File: src/pkg/sts_map.svh
/*
 * Numeric constants of the state trigger sequencer: widths, encodings, limits and timing.
 * Assumes inclusion by the package and by the design, once per compilation unit.
 */
`ifndef STS_MAP_SVH
`define STS_MAP_SVH

`define STS_NWORDS       7
`define STS_DATA_W       35
`define STS_NCLK         3
`define STS_NBLK         2
`define STS_DLY_W        16
`define STS_TRIGCNT_W    16
`define STS_SAMPLES_W    8
`define STS_REPEAT_W     10
`define STS_REPEAT_MAX   10'h200
`define STS_PIPE_STAGES  3
`define STS_CLK_NS       50
`define STS_MATCH_MIN_NS 60
`define STS_MATCH_MIN_CYC ((`STS_MATCH_MIN_NS + `STS_CLK_NS - 1) / `STS_CLK_NS)
`define STS_STR_W        2

`define STS_TMODE_PARALLEL 2'h0
`define STS_TMODE_SEQ      2'h1
`define STS_TMODE_IMMSEQ   2'h2

`define STS_UNIT_SAMPLES 2'h0
`define STS_UNIT_WORDS   2'h1
`define STS_UNIT_TIME    2'h2

`define STS_OPEN_WORD    1'h0
`define STS_OPEN_START   1'h1

`define STS_CLOSE_WORD   2'h0
`define STS_CLOSE_WDLY   2'h1
`define STS_CLOSE_END    2'h2

`define STS_STORE_ALL    2'h0
`define STS_STORE_WTHEN  2'h1
`define STS_STORE_WONLY  2'h2
`define STS_STORE_WN     2'h3

`endif

File: src/pkg/sts_pkg.sv
/*
 * Types of the state trigger sequencer: per-word, trigger, block and counter setup.
 * Assumes sts_map.svh is on the include path.
 */
`include "sts_map.svh"

package sts_pkg;

	typedef struct packed {
		logic [`STS_DATA_W-1:0] value;
		logic [`STS_DATA_W-1:0] care;
		logic                   is_false;
		logic [`STS_DLY_W-1:0]  delay;
		logic                   match_out;
	} sts_word_t;

	typedef struct packed {
		logic [1:0]                mode;
		logic [2:0]                last_idx;
		logic [`STS_TRIGCNT_W-1:0] trig_count;
		logic                      ext_edge;
		logic [1:0]                dly_unit;
		logic [2:0]                dly_word;
		logic [`STS_DLY_W-1:0]     dly_count;
		logic [`STS_NCLK-1:0]      clk_sel;
		logic                      clk_fall;
	} sts_trig_t;

	typedef struct packed {
		logic                      enable;
		logic                      open_src;
		logic [2:0]                open_word;
		logic [1:0]                close_src;
		logic [2:0]                close_word;
		logic [1:0]                store;
		logic [2:0]                store_word;
		logic [`STS_SAMPLES_W-1:0] n_samples;
		logic [`STS_REPEAT_W-1:0]  max_repeat;
	} sts_blk_t;

	typedef struct packed {
		logic       blk;
		logic [1:0] unit;
		logic [2:0] word;
	} sts_cnt_t;

	typedef enum logic [3:0] {
		STS_IDLE  = 4'h1,
		STS_ARM   = 4'h2,
		STS_DELAY = 4'h4,
		STS_DONE  = 4'h8
	} sts_state_t;

endpackage

File: src/verilog/sts_sequencer.sv
/*
 * State trigger sequencer: word compare, trigger sequencing, delays, match/run outputs,
 * selective acquisition blocks and interval counter.
 * Assumes sut pins arrive asynchronous to ref_clk and that the clock edge rate is well
 * below ref_clk; setup comes from quasi-static configuration ports.
 */
`timescale 1ns/1ps
`include "sts_map.svh"

module sts_sequencer #(
	parameter int DATA_W = `STS_DATA_W
) (
	input  wire logic                          ref_clk,
	input  wire logic                          rst_n,
	input  wire logic                          clk_en,
	input  wire logic [`STS_NCLK-1:0]          sut_clk,
	input  wire logic [DATA_W-1:0]             sut_data,
	input  wire logic                          ext_trig,
	input  wire logic                          stop_btn,
	input  wire logic                          start,
	input  wire sts_pkg::sts_word_t [`STS_NWORDS-1:0] word_cfg,
	input  wire sts_pkg::sts_trig_t            trig_cfg,
	input  wire sts_pkg::sts_blk_t [`STS_NBLK-1:0]    blk_cfg,
	input  wire sts_pkg::sts_cnt_t             cnt_cfg,
	output logic                               match_out,
	output logic                               run_out,
	output logic                               triggered,
	output logic                               store_valid,
	output logic [DATA_W-1:0]                  store_data,
	output logic [`STS_DLY_W-1:0]              interval_count
);

	// two-flop synchronisers, three flops for clocks and external trigger; stage one feeds stage two only
	logic [`STS_NCLK-1:0] clk_s1_reg, clk_s2_reg, clk_s3_reg;
	logic [DATA_W-1:0]    dat_s1_reg, dat_s2_reg;
	logic                 ext_s1_reg, ext_s2_reg, ext_s3_reg;
	logic                 stp_s1_reg, stp_s2_reg;

	always_ff @(posedge ref_clk) begin
		if (!rst_n) begin
			clk_s1_reg <= '0;
			clk_s2_reg <= '0;
			clk_s3_reg <= '0;
			dat_s1_reg <= '0;
			dat_s2_reg <= '0;
			ext_s1_reg <= 1'h0;
			ext_s2_reg <= 1'h0;
			ext_s3_reg <= 1'h0;
			stp_s1_reg <= 1'h0;
			stp_s2_reg <= 1'h0;
		end else if (clk_en) begin
			clk_s1_reg <= sut_clk;
			clk_s2_reg <= clk_s1_reg;
			clk_s3_reg <= clk_s2_reg;
			dat_s1_reg <= sut_data;
			dat_s2_reg <= dat_s1_reg;
			ext_s1_reg <= ext_trig;
			ext_s2_reg <= ext_s1_reg;
			ext_s3_reg <= ext_s2_reg;
			stp_s1_reg <= stop_btn;
			stp_s2_reg <= stp_s1_reg;
		end
	end

	function automatic logic word_hit(input logic [DATA_W-1:0] d, input sts_pkg::sts_word_t w);
		word_hit = ((((d ^ w.value[DATA_W-1:0]) & w.care[DATA_W-1:0]) == '0) ^ w.is_false);
	endfunction

	// active edge of any selected state clock
	logic [`STS_NCLK-1:0] edges;
	logic                 smp;
	assign edges = trig_cfg.clk_fall ? (clk_s3_reg & ~clk_s2_reg) : (~clk_s3_reg & clk_s2_reg);
	assign smp   = clk_en && ((edges & trig_cfg.clk_sel) != '0);

	logic [`STS_NWORDS-1:0] hit;
	always_comb begin
		for (int i = 0; i < `STS_NWORDS; i++) begin
			hit[i] = word_hit(dat_s2_reg, word_cfg[i]);
		end
	end

	// external enable: level, or edge latched until the next sample
	logic ext_pend_reg, ext_ok;
	always_ff @(posedge ref_clk) begin
		if (!rst_n) begin
			ext_pend_reg <= 1'h0;
		end else if (clk_en) begin
			if (ext_s2_reg && !ext_s3_reg) begin
				ext_pend_reg <= 1'h1;
			end else if (smp) begin
				ext_pend_reg <= 1'h0;
			end
		end
	end
	assign ext_ok = trig_cfg.ext_edge ? (ext_pend_reg || (ext_s2_reg && !ext_s3_reg))
	                                   : ext_s2_reg;

	sts_pkg::sts_state_t       st_reg;
	logic [2:0]                step_reg;
	logic [`STS_DLY_W-1:0]     wdly_reg;
	logic                      imm_wait_reg;
	logic [`STS_TRIGCNT_W-1:0] tcnt_reg;
	logic [`STS_DLY_W-1:0]     dly_reg;
	logic                      final_idx_hit, final_ok, stop_now, dly_tick;
	logic                      stopped_reg;
	logic [2:0]                fidx;

	always_comb begin
		final_idx_hit = 1'h0;
		fidx          = trig_cfg.last_idx;
		if (trig_cfg.mode == `STS_TMODE_PARALLEL) begin
			for (int i = 0; i < `STS_NWORDS; i++) begin
				if (i <= int'(trig_cfg.last_idx) && hit[i]) begin
					final_idx_hit = 1'h1;
				end
			end
		end else begin
			final_idx_hit = (step_reg == trig_cfg.last_idx) && (wdly_reg == '0) && hit[fidx];
		end
	end

	// all don't-care final word: external input alone; else it qualifies
	assign final_ok = (word_cfg[fidx].care[DATA_W-1:0] == '0) ? ext_ok
	                                                          : (final_idx_hit && ext_ok);
	assign stop_now = stp_s2_reg && clk_en;

	always_comb begin
		case (trig_cfg.dly_unit)
			`STS_UNIT_SAMPLES: dly_tick = smp;
			`STS_UNIT_WORDS:   dly_tick = smp && hit[trig_cfg.dly_word];
			default:           dly_tick = clk_en;
		endcase
	end

	// trigger state machine with preset trigger count and trigger delay
	always_ff @(posedge ref_clk) begin
		if (!rst_n) begin
			st_reg      <= sts_pkg::STS_IDLE;
			tcnt_reg    <= '0;
			dly_reg     <= '0;
			stopped_reg <= 1'h0;
		end else if (clk_en) begin
			case (st_reg)
				sts_pkg::STS_IDLE: begin
					if (start) begin
						st_reg      <= sts_pkg::STS_ARM;
						tcnt_reg    <= '0;
						stopped_reg <= 1'h0;
					end
				end
				sts_pkg::STS_ARM: begin
					if (stop_now) begin
						// stopped before any trigger: done, but not triggered
						st_reg      <= sts_pkg::STS_DONE;
						stopped_reg <= 1'h1;
					end else if (smp && final_ok) begin
						if (tcnt_reg + 1'h1 >= trig_cfg.trig_count) begin
							st_reg  <= (trig_cfg.dly_count == '0) ? sts_pkg::STS_DONE
							                                      : sts_pkg::STS_DELAY;
							dly_reg <= trig_cfg.dly_count;
						end else begin
							tcnt_reg <= tcnt_reg + 1'h1;
						end
					end
				end
				sts_pkg::STS_DELAY: begin
					if (stop_now || (dly_tick && dly_reg == `STS_DLY_W'h1)) begin
						st_reg <= sts_pkg::STS_DONE;
					end else if (dly_tick) begin
						dly_reg <= dly_reg - 1'h1;
					end
				end
				sts_pkg::STS_DONE: begin
					if (start) begin
						st_reg      <= sts_pkg::STS_ARM;
						tcnt_reg    <= '0;
						stopped_reg <= 1'h0;
					end
				end
				default: st_reg <= sts_pkg::STS_IDLE;
			endcase
		end
	end

	logic armed, delay_done, acq_start, acq_end;
	assign armed      = (st_reg == sts_pkg::STS_ARM);
	assign acq_start  = clk_en && start && !armed && (st_reg != sts_pkg::STS_DELAY);
	assign acq_end    = clk_en && (st_reg != sts_pkg::STS_DONE) && (st_reg != sts_pkg::STS_IDLE)
	                    && (stop_now || (st_reg == sts_pkg::STS_DELAY && dly_tick
	                    && dly_reg == `STS_DLY_W'h1) || (armed && smp && final_ok
	                    && tcnt_reg + 1'h1 >= trig_cfg.trig_count && trig_cfg.dly_count == '0));
	assign delay_done = acq_end && !stop_now;

	// sequence stepping with per-word delay
	always_ff @(posedge ref_clk) begin
		if (!rst_n) begin
			step_reg     <= 3'h0;
			wdly_reg     <= '0;
			imm_wait_reg <= 1'h0;
		end else if (clk_en) begin
			if (!armed || trig_cfg.mode == `STS_TMODE_PARALLEL) begin
				step_reg     <= 3'h0;
				wdly_reg     <= '0;
				imm_wait_reg <= 1'h0;
			end else if (smp) begin
				if (wdly_reg != '0) begin
					wdly_reg <= wdly_reg - 1'h1;
				end else if (step_reg != trig_cfg.last_idx && hit[step_reg]) begin
					step_reg     <= step_reg + 3'h1;
					wdly_reg     <= word_cfg[step_reg].delay;
					imm_wait_reg <= 1'h1;
				end else if (trig_cfg.mode == `STS_TMODE_IMMSEQ && imm_wait_reg
				             && !(step_reg == trig_cfg.last_idx && final_ok)) begin
					step_reg     <= 3'h0;
					imm_wait_reg <= 1'h0;
				end
			end
		end
	end

	assign triggered = (st_reg == sts_pkg::STS_DELAY) || (st_reg == sts_pkg::STS_DONE && !stopped_reg);

	always_ff @(posedge ref_clk) begin
		if (!rst_n) begin
			run_out <= 1'h0;
		end else if (clk_en) begin
			if (acq_start) begin
				run_out <= 1'h1;
			end else if (acq_end) begin
				run_out <= 1'h0;
			end
		end
	end

	// match output: designated hit shown after three further samples, stretched
	logic                         des_hit;
	logic [`STS_PIPE_STAGES-1:0]  mpipe_reg;
	logic                         mlvl_reg;
	logic [`STS_STR_W-1:0]        mstr_reg;
	always_comb begin
		des_hit = 1'h0;
		for (int i = 0; i < `STS_NWORDS; i++) begin
			if (word_cfg[i].match_out && hit[i]) begin
				des_hit = 1'h1;
			end
		end
	end
	always_ff @(posedge ref_clk) begin
		if (!rst_n) begin
			mpipe_reg <= '0;
			mlvl_reg  <= 1'h0;
		end else if (smp) begin
			mpipe_reg <= {mpipe_reg[`STS_PIPE_STAGES-2:0], des_hit};
			mlvl_reg  <= mpipe_reg[`STS_PIPE_STAGES-1];
		end
	end
	always_ff @(posedge ref_clk) begin
		if (!rst_n) begin
			match_out <= 1'h0;
			mstr_reg  <= '0;
		end else if (clk_en) begin
			if (mstr_reg != '0) begin
				mstr_reg <= mstr_reg - 1'h1;
			end
			if (mlvl_reg && !match_out) begin
				match_out <= 1'h1;
				mstr_reg  <= `STS_STR_W'(`STS_MATCH_MIN_CYC - 1);
			end else if (!mlvl_reg && mstr_reg == '0) begin
				match_out <= 1'h0;
			end
		end
	end

	// selective acquisition blocks
	logic [`STS_NBLK-1:0]      open_reg, cpend_reg, wseen_reg, want;
	logic [`STS_SAMPLES_W-1:0] nleft_reg [`STS_NBLK];
	logic [`STS_REPEAT_W-1:0]  rep_reg [`STS_NBLK];

	for (genvar b = 0; b < `STS_NBLK; b++) begin : g_blk
		logic wh;
		assign wh = hit[blk_cfg[b].store_word];
		always_comb begin
			case (blk_cfg[b].store)
				`STS_STORE_ALL:   want[b] = 1'h1;
				`STS_STORE_WTHEN: want[b] = wseen_reg[b] || wh;
				`STS_STORE_WONLY: want[b] = wh;
				default:          want[b] = (nleft_reg[b] != '0) ||
				                            (wh && rep_reg[b] < blk_cfg[b].max_repeat
				                             && rep_reg[b] < `STS_REPEAT_MAX);
			endcase
		end
		always_ff @(posedge ref_clk) begin
			if (!rst_n) begin
				open_reg[b]  <= 1'h0;
				cpend_reg[b] <= 1'h0;
				wseen_reg[b] <= 1'h0;
				nleft_reg[b] <= '0;
				rep_reg[b]   <= '0;
			end else if (clk_en) begin
				if (acq_start) begin
					open_reg[b]  <= blk_cfg[b].enable && blk_cfg[b].open_src == `STS_OPEN_START;
					cpend_reg[b] <= 1'h0;
					wseen_reg[b] <= 1'h0;
					nleft_reg[b] <= '0;
					rep_reg[b]   <= '0;
				end else if (acq_end || (cpend_reg[b] && delay_done)) begin
					open_reg[b] <= 1'h0;
				end else if (smp && run_out) begin
					if (!open_reg[b] && blk_cfg[b].enable && blk_cfg[b].open_src == `STS_OPEN_WORD
					    && hit[blk_cfg[b].open_word]) begin
						open_reg[b] <= 1'h1;
					end else if (open_reg[b] && hit[blk_cfg[b].close_word]) begin
						if (blk_cfg[b].close_src == `STS_CLOSE_WORD) begin
							open_reg[b] <= 1'h0;
						end else if (blk_cfg[b].close_src == `STS_CLOSE_WDLY) begin
							cpend_reg[b] <= 1'h1;
						end
					end
					if (open_reg[b] && wh) begin
						wseen_reg[b] <= 1'h1;
					end
					if (open_reg[b] && blk_cfg[b].store == `STS_STORE_WN) begin
						if (nleft_reg[b] != '0) begin
							nleft_reg[b] <= nleft_reg[b] - 1'h1;
						end else if (want[b]) begin
							nleft_reg[b] <= blk_cfg[b].n_samples;
							rep_reg[b]   <= rep_reg[b] + 1'h1;
						end
					end
				end
			end
		end
	end

	always_ff @(posedge ref_clk) begin
		if (!rst_n) begin
			store_valid <= 1'h0;
			store_data  <= '0;
		end else if (clk_en) begin
			store_valid <= smp && run_out && ((open_reg & want) != '0);
			if (smp) begin
				store_data <= dat_s2_reg;
			end
		end
	end

	// interval counter while the chosen block is open
	logic cnt_tick;
	always_comb begin
		case (cnt_cfg.unit)
			`STS_UNIT_SAMPLES: cnt_tick = smp;
			`STS_UNIT_WORDS:   cnt_tick = smp && hit[cnt_cfg.word];
			default:           cnt_tick = clk_en;
		endcase
	end
	always_ff @(posedge ref_clk) begin
		if (!rst_n) begin
			interval_count <= '0;
		end else if (clk_en) begin
			if (acq_start) begin
				interval_count <= '0;
			end else if (cnt_tick && open_reg[cnt_cfg.blk] && interval_count != '1) begin
				interval_count <= interval_count + 1'h1;
			end
		end
	end

endmodule

File: config.mk
export PLATFORM = sky130hd
export DESIGN_NAME = sts_sequencer
export DESIGN_NICKNAME = d
export VERILOG_FILES = /design/src/pkg/sts_pkg.sv /design/src/verilog/sts_sequencer.sv
export VERILOG_INCLUDE_DIRS = /design/src /design/src/pkg
export SDC_FILE = /design/constraint.sdc
export NUM_CORES = 1
export LEC_CHECK = 0
export BUFFER_PORTS_ARGS = -buffer_cell sky130_fd_sc_hd__buf_4
export CAP_MARGIN = 20
export CORE_AREA = 2 2 327 329
export CTS_BUF_LIST = sky130_fd_sc_hd__clkbuf_4 sky130_fd_sc_hd__clkbuf_8 sky130_fd_sc_hd__clkbuf_16
export DETAILED_ROUTE_END_ITERATION = 12
export DIE_AREA = 0 0 329 331
export PLACE_DENSITY = 0.42
export SLEW_MARGIN = 20
export SYNTH_ARGS = -nofsm -noshare
export SYNTH_HDL_FRONTEND = slang
export SYNTH_SLANG_ARGS = --single-unit
File: constraint.sdc
create_clock -name ref_clk -period 8.25 [get_ports ref_clk]
set_input_delay 1.65 -clock ref_clk [delete_from_list [all_inputs] [get_ports ref_clk]]
set_output_delay 1.65 -clock ref_clk [all_outputs]
set_load 0.01 [all_outputs]
==> results of run 1 <==
==> power groups by stage <==
stage	clock [mW]	combinational [mW]	sequential (mW)
6_report	1.53	0.879	1.28
5_1_grt	1.62	0.940	1.28
4_1_cts	1.58	0.875	1.28
3_5_place_dp	0	0.871	1.30
3_3_place_gp	0	0.872	1.30
2_1_floorplan	0	0.353	1.27
==> through the flow <==
stage | instance area, sq um | hold slack (ns) | std cells | power (mW)
after floorplan | 18080 | 0.4257 | 2167 | 1.627
after global placement | 25900 | 0.4431 | 4323 | 2.177
after detailed placement | 25900 | 0.4471 | 4323 | 2.175
after CTS | 27050 | 0.4555 | 4385 | 3.736
after global routing | 27070 | 0.4803 | 4393 | 3.846
final | 27090 | 0.4567 | 4404 | 3.687
==> area by class of cell <==
class | instances | area [sq um] | share of cell area (%)
tap | 1391 | 1740 | 6.423
timing repair buffer | 895 | 6723 | 24.81
sequential | 242 | 5207 | 19.22
antenna | 19 | 47.55 | 0.1755
clock inverter | 18 | 191.4 | 0.7065
inverter | 82 | 310.3 | 1.145
clock buffer | 44 | 957.2 | 3.533
multi-input combinational | 1713 | 11920 | 43.99
==> worst max-delay path by stage <==
stage	startpoint	end	slack, ns	cells past startpoint
4_1_cts	word_cfg[255]	nleft_reg[1][3]	1.87	15
2_1_floorplan	word_cfg[415]	rep_reg[1][0]	2.54	13
3_3_place_gp	word_cfg[255]	nleft_reg[1][5]	1.25	15
3_5_place_dp	word_cfg[255]	nleft_reg[1][3]	1.27	15
6_report	word_cfg[255]	nleft_reg[1][4]	1.94	15
5_1_grt	word_cfg[255]	nleft_reg[1][3]	1.71	15
==> cell usage in the layout (no fill, tap or decap), types with 77 or more instances in the layout <==
| cell | instances |
|---|---|
| xor2_1 | 273 |
| buf_4 | 894 |
| a22oi_1 | 124 |
| nor2_1 | 202 |
| dfxtp_1 | 204 |
| inv_1 | 80 |
| mux2i_1 | 111 |
| nand2_1 | 199 |
| o21ai_0 | 77 |
| a21oi_1 | 99 |
==> kinds of logic after synthesis <==
family	after synthesis
multiplexers	139
adder cells (fa/ha/maj)	48
XOR/XNOR	313
AND/OR/NAND/NOR	746
buffers and inverters	212
flip-flops	242
AO/OA/AOI/OAI	467
==> metal layers <==
| layer | vias to the layer above | global-route usage [%] | wire, microns |
|---|---|---|---|
| met4 | 30 | 6.313 | 3607 |
| met2 | 911 | 35.66 | 57210 |
| met5 | - | 0 | 206 |
| met1 | 10010 | 28.81 | 54700 |
| li1 | 9530 | - | - |
| met3 | 175 | 6.725 | 11020 |
==> critical path: stages <==
cell and delay [ns]:
buf_4 0.11, xor2_1 0.14, a22oi_1 0.41, nand4_1 0.31, nor4_1 0.77, buf_4 0.24
a21boi_0 0.14, or2_2 0.46, a32o_1 0.34, a2111oi_4 0.38, a21oi_1 0.12, a31o_2 0.34
or2_2 0.40, o31ai_1 0.54, buf_4 0.23
==> summary.txt, run 1 <==
Yosys
  • Post-Synth Adder-Cell Area: ~3.3%
  • Synth Register Bits: roughly 240
  • Synth area leader: dfxtp_1
  • Top_reg_cell synth: dfxtp_1
  • Ys async rst share: 0%
  • Top post-synthesis cells by area: dfxtp_1 (23%), xor2_1 (13%), mux2i_1 (6.1%), edfxtp_1 (6.0%), a22oi_1 (5.1%)
  • Multiplexer share of the synthesized area: approximately a tenth
  • Mapped Nets: 2,994
  • Synth Area in Compound Gates: between 10% and 20%
  • Synth Area in Simple Gates: about 20%
  • Largest family of logic cells by synthesized area: simple AND/OR/NAND/NOR gates
  • Top-area cell type share of the netlist area: around 23%
  • Post-synth top cells: xor2_1 (273), dfxtp_1 (206), nor2_1 (203)
  • Syn Area/Cell: 8.342 sq um
  • Count leader, synth: xor2_1
  • Yosys cell types: between 80 and 90
  • Mapped cell area: ~18,000 sq um
  • Post-synthesis sequential area ratio: 28.79%
  • Cells after Synth: between 2,000 and 2,500
  • Warnings, synthesis: 0
  • Xor-xnor portion of the synthesized cell area: approximately 15%
  • Number of flops mapped to enable cells by yosys: 36

Global route
  • Initial antenna violation count: just under 50
  • Total gr overflow: 0
  • Total GRT Usage: between 20 and 25%
  • Vias in the first global route: between 20,000 and 25,000
  • First-pass GRT wire length: ~170 mm
  • Pin count of the biggest net entering global routing: 63

Job
  • Max-capacitance violation count: 0

Clocking
  • Cts hold-fix bufs: 0
  • H-tree depth: 2
  • Clock root cell: clkbuf_16
  • Clk slew on worst S/H paths: roughly 0.060 ns
  • Max clock buf depth: 3
  • Clk sinks: 242
  • CTS resizes: 0
  • CTS buffer count: 34
  • Post-CTS setup buffers: 0
  • Clk_lat worst skew: 0.56 ns
  • Clock tree from TritonCTS: built

Pwr
  • Clock share of power: roughly 42%
  • Combinational Power Share: about a quarter
  • Cell Pwr Density: around 140 nW/um^2
  • Switching pwr: 1.110 mW
  • VDD IR-drop max: roughly 0.00011 V
  • Leakage power: approximately 12 nW
  • P_int: around 2.6 mW
  • Sw frac: 30.11%
  • Seq pwr share: a little over a third

Final layout
  • Layout fillers: approximately 12,000
  • Final Core Density: roughly a quarter
  • Final layout net count: about 3,800
  • Layout cells sized above 1: 34.24%
  • Area growth, synth to finish: 49.88%

STA
  • Slew Viols, Final: 0
  • Fin crit period: 6.314 ns
  • FMAX: around 160 MHz
  • Final Worst Setup Slack: slightly below 2 ns
  • Slew HR: about a quarter
  • Layout Skew: about 0.028 ns
  • Setup TNS: 0 ns
  • RSZ-0062 raised after global routing: false
  • Final period util: between 70 and 80%
  • Worst slew pin tran: about 1.1 ns
  • Final Hold Vio Count: 0
  • Setup-failing EPs final: 0

Floorplan
  • Die area: ~110,000 sq um
  • Die width: 329 microns
  • I/O pin count: between 800 and 900
  • Die H: 331 microns
  • Starting Density: about 17%
  • Core Region: 105,000 sq um
  • Site Rows: 119

Worst hold path
  • HP Start: mpipe_reg[2]
  • Worst hold-check path type: reg2reg
  • Worst hold stages: 2
  • Hold EP: mlvl_reg

Route
  • Via-to-Cell Ratio: between 4 and 5
  • Antenna Nets Post-Route: 0
  • Final WL: about 130 mm
  • DR iter-0 viols: approximately 1,300
  • Via count: 20,660
  • DRC viols: 0
  • DR WL/cell: 28.78 microns
  • DR pass1 iterations: 5

Worst setup path
  • Setup crit end kind: flop
  • Crit path max fanout: 12
  • Startpoint Class: input port
  • WP data arrival: approximately 6.6 ns
  • Worst reg2reg path endpoint: nleft_reg[1][4]
  • CP Class: in2reg
  • Required @ worst endpoint: 8.52 ns
  • Reg2reg start: dat_s2_reg[26]
  • Worst reg-to-reg path cell count: 14
  • Worst reg-to-reg setup slack: 2.06 ns

Placed design
  • Hpwl dp: about 110 mm
  • Setup WS pre-CTS: roughly 1.3 ns
  • Port Buffers: approximately 830
  • Routability cong.: roughly 0.96

Run status
  • Status: complete, no violations
Note: power is estimated with default switching activity, not from simulation.
==> run 2: changes to the inputs <==
- ABC_AREA: default -> 1
- CORE_AREA: 2 2 327 329 -> 2 2 323 325
- DIE_AREA: 0 0 329 331 -> 0 0 325 327
- PLACE_DENSITY: 0.42 -> 0.44
- clock period: 8.25 -> 6.14 ns (I/O delays scaled with it)
==> summary.txt, run 2 <==
Placed design
  • Setup WS pre-CTS: around 0.87 ns
  • Hpwl dp: 115.6 mm
  • DP Area: around 28,000 sq um
  • Placed Instances: approximately 5,400
  • Routability cong.: slightly below 1
  • Port Buffers: about 830

Pwr
  • Cell Pwr Density: 193.9 nW/um^2
  • Seq pwr share: roughly 33%
  • Leakage power: 13.94 nW
  • Sw frac: 34.55%
  • Total power draw: 5.567 mW
  • Clock share of power: between 30% and 40%
  • VDD IR-drop max: 0.0001435 V
  • Switching pwr: roughly 1.9 mW
  • P_int: between 3 and 4 mW
  • Combinational Power Share: 29.0%

Global route
  • Grt met3 use: under 10%
  • Total GRT Usage: 24.72%
  • Total gr overflow: 0
  • Grt met1 use: between 30% and 40%
  • Pin count of the biggest net entering global routing: 90
  • Met2 Use GR: between 30% and 40%
  • First-pass GRT wire length: 186.6 mm
  • Busiest grt layer: met2
  • Vias in the first global route: 24,020
  • Initial antenna violation count: 58

Clocking
  • H-tree depth: 2
  • Cts hold-fix bufs: 0
  • Clock tree from TritonCTS: built
  • Clk slew on worst S/H paths: 0.06 ns
  • Clock root cell: clkbuf_16
  • Max clock buf depth: 3
  • CTS buffer count: 34
  • Clk_lat worst skew: 0.55 ns
  • CTS resizes: 0
  • Post-CTS setup buffers: 0
  • Clk sinks: 242

STA
  • FMAX: 206.1 MHz
  • Fin crit period: approximately 4.9 ns
  • Setup-failing EPs final: 0
  • RSZ-0062 raised after global routing: false
  • Slew HR: around a quarter
  • Setup TNS: 0 ns
  • Final Hold Vio Count: 0
  • Final period util: 79.03%
  • Worst hold slack: 0.4588 ns
  • Worst slew pin tran: between 1 and 1.5 ns
  • Slew Viols, Final: 0
  • Layout Skew: 0.01979 ns
  • Final Worst Setup Slack: around 1.3 ns

Yosys
  • Top-area cell type share of the netlist area: about a fifth
  • Number of flops mapped to enable cells by yosys: 36
  • Post-synthesis sequential area ratio: around a quarter
  • Post-synth top cells: nand2_1 (790), nor2_1 (408), nand3_1 (382)
  • Top_reg_cell synth: dfxtp_1
  • Syn Area/Cell: 6.035 sq um
  • Mapped cell area: 19,870 sq um
  • Cells after Synth: between 3,000 and 4,000
  • Yosys cell types: 69
  • Mapped Nets: approximately 4,000
  • Synth Register Bits: around 240
  • Count leader, synth: nand2_1
  • Synth area leader: dfxtp_1
  • Warnings, synthesis: 0
  • Top post-synthesis cells by area: dfxtp_1 (21%), nand2_1 (15%), nand3_1 (9.6%), nor2_1 (7.7%), inv_1 (7.1%)
  • Ys async rst share: 0%

Floorplan
  • Die area: 106,300 sq um
  • Core Region: ~100,000 sq um
  • Die H: 327 microns
  • I/O pin count: 834
  • Die width: approximately 330 microns
  • Starting Density: 19.31%
  • Site Rows: roughly 120

Route
  • Antenna Nets Post-Route: 0
  • Via count: 25,570
  • DR iter-0 viols: ~2,200
  • Via-to-Cell Ratio: 4.653
  • DR pass1 iterations: 6
  • DRC viols: 0
  • Final WL: 137.2 mm
  • DR WL/cell: between 20 and 25 microns

Worst setup path
  • CP Class: reg2reg
  • Worst setup endpoint: nleft_reg[0][1]
  • Cell family with most CP delay: simple AND/OR/NAND/NOR gates
  • Startpoint Class: flop
  • Buffers & Inverters on Critical Path: 7
  • Crit path depth: 24
  • Crit path max fanout: 8
  • Critical path's most frequent cell: inv_1
  • WP data arrival: 5.03 ns
  • Reg2reg start: tcnt_reg[0]
  • Crit-path cells: nand3_1 > nor3_1 > inv_1 > nor2_1 > inv_1 > nor2_1 > inv_1 > nor3_1 > inv_1 > nor2_1 > inv_1 > nor3_1 > xor2_1 > ha_1 > nand4_1 > o311ai_0 > buf_4 > inv_1 > nor3_1 > nand4_1 > nand3_2 > nand2_1 > nand3_2 > nand3_1
  • Slowest library cell on the worst path: dfxtp_1
  • Worst path max stage delay: 0.43 ns
  • Setup crit end kind: flop
  • Worst reg2reg path endpoint: nleft_reg[0][1]
  • Worst reg-to-reg path cell count: 24
  • Worst reg-to-reg setup slack: 1.29 ns
  • Required @ worst endpoint: 6.32 ns
  • Setup crit start: tcnt_reg[0]

Final layout
  • Layout cells sized above 1: 25.65%
  • Final cell count without fillers: about 5,500
  • Area occupied by multi-input gates: about 12,000 sq um
  • Final layout net count: 4,899
  • Area growth, synth to finish: 44.45%
  • Most common cell after layout, fill and taps aside: buf_4
  • Most frequent cells in the layout: buf_4 (870), nand2_1 (790), nor2_1 (408)
  • Final Core Density: 27.90%
  • Post-route design area: 28,710 sq um
  • Layout fillers: between 10,000 and 15,000
  • FF+latch area: about 5200 sq um

Job
  • Max-capacitance violation count: 0

Worst hold path
  • HP Start: ext_s3_reg
  • Worst hold-check path type: reg2reg

Run status
  • Status: complete, no violations
run 2: worst min-delay path: cells and delay by family, from the launching register on:
kind,cells,cell delay [ns]
AOI/OAI and AO/OA,1,0.06
buffers and inverters,1,0.06
DFF,1,0.29
run 2: cell families (layout without fill, tap and decap cells):
logic type,after synthesis,after routing,share of synthesized area (%)
AOI/OAI and AO/OA,542,542,15.23
adders and majority gates,48,48,3.022
and+or+nand+nor,1849,1849,41.04
other,0,19,0
buffers and inverters,534,1338,11.08
xor gates and xnor gates,78,78,3.437
DFF,242,242,26.19
run 2: how the worst min path moves through the flow:
stage / to / slack [ns] / cells past startpoint
final: ext_s3_reg / 0.46 / 2
after global routing: wseen_reg[0] / 0.47 / 2
after CTS: ext_s3_reg / 0.46 / 2
after floorplan: wseen_reg[0] / 0.43 / 2
after global placement: ext_s3_reg / 0.45 / 2
after detailed placement: ext_s3_reg / 0.45 / 2
run 2: metal layers:
metal,share of wire [%],up-vias
met5,0.23,-
met4,2.1,52
met3,8.5,194
met2,45,984
met1,45,11930
li1,-,12420
run 2: power by group through the flow:
stage               combinational (mW)  sequential (mW)  clock (mW)
global placement                  1.60             1.88           0
finish                            1.62             1.85        2.10
floorplan                        0.767             1.81           0
detailed placement                1.61             1.88           0
global route                      1.78             1.86        2.23
CTS                               1.61             1.85        2.17
run 2: final cells by class:
| class | instances | area share [%] |
|---|---|---|
| sequential | 242 | 18.13 |
| inverter | 405 | 5.387 |
| timing repair buffer | 872 | 22.86 |
| clock buffer | 46 | 3.404 |
| clock inverter | 15 | 0.5927 |
| tap | 1380 | 6.015 |
| multi-input combinational | 2517 | 43.45 |
| antenna | 19 | 0.1656 |
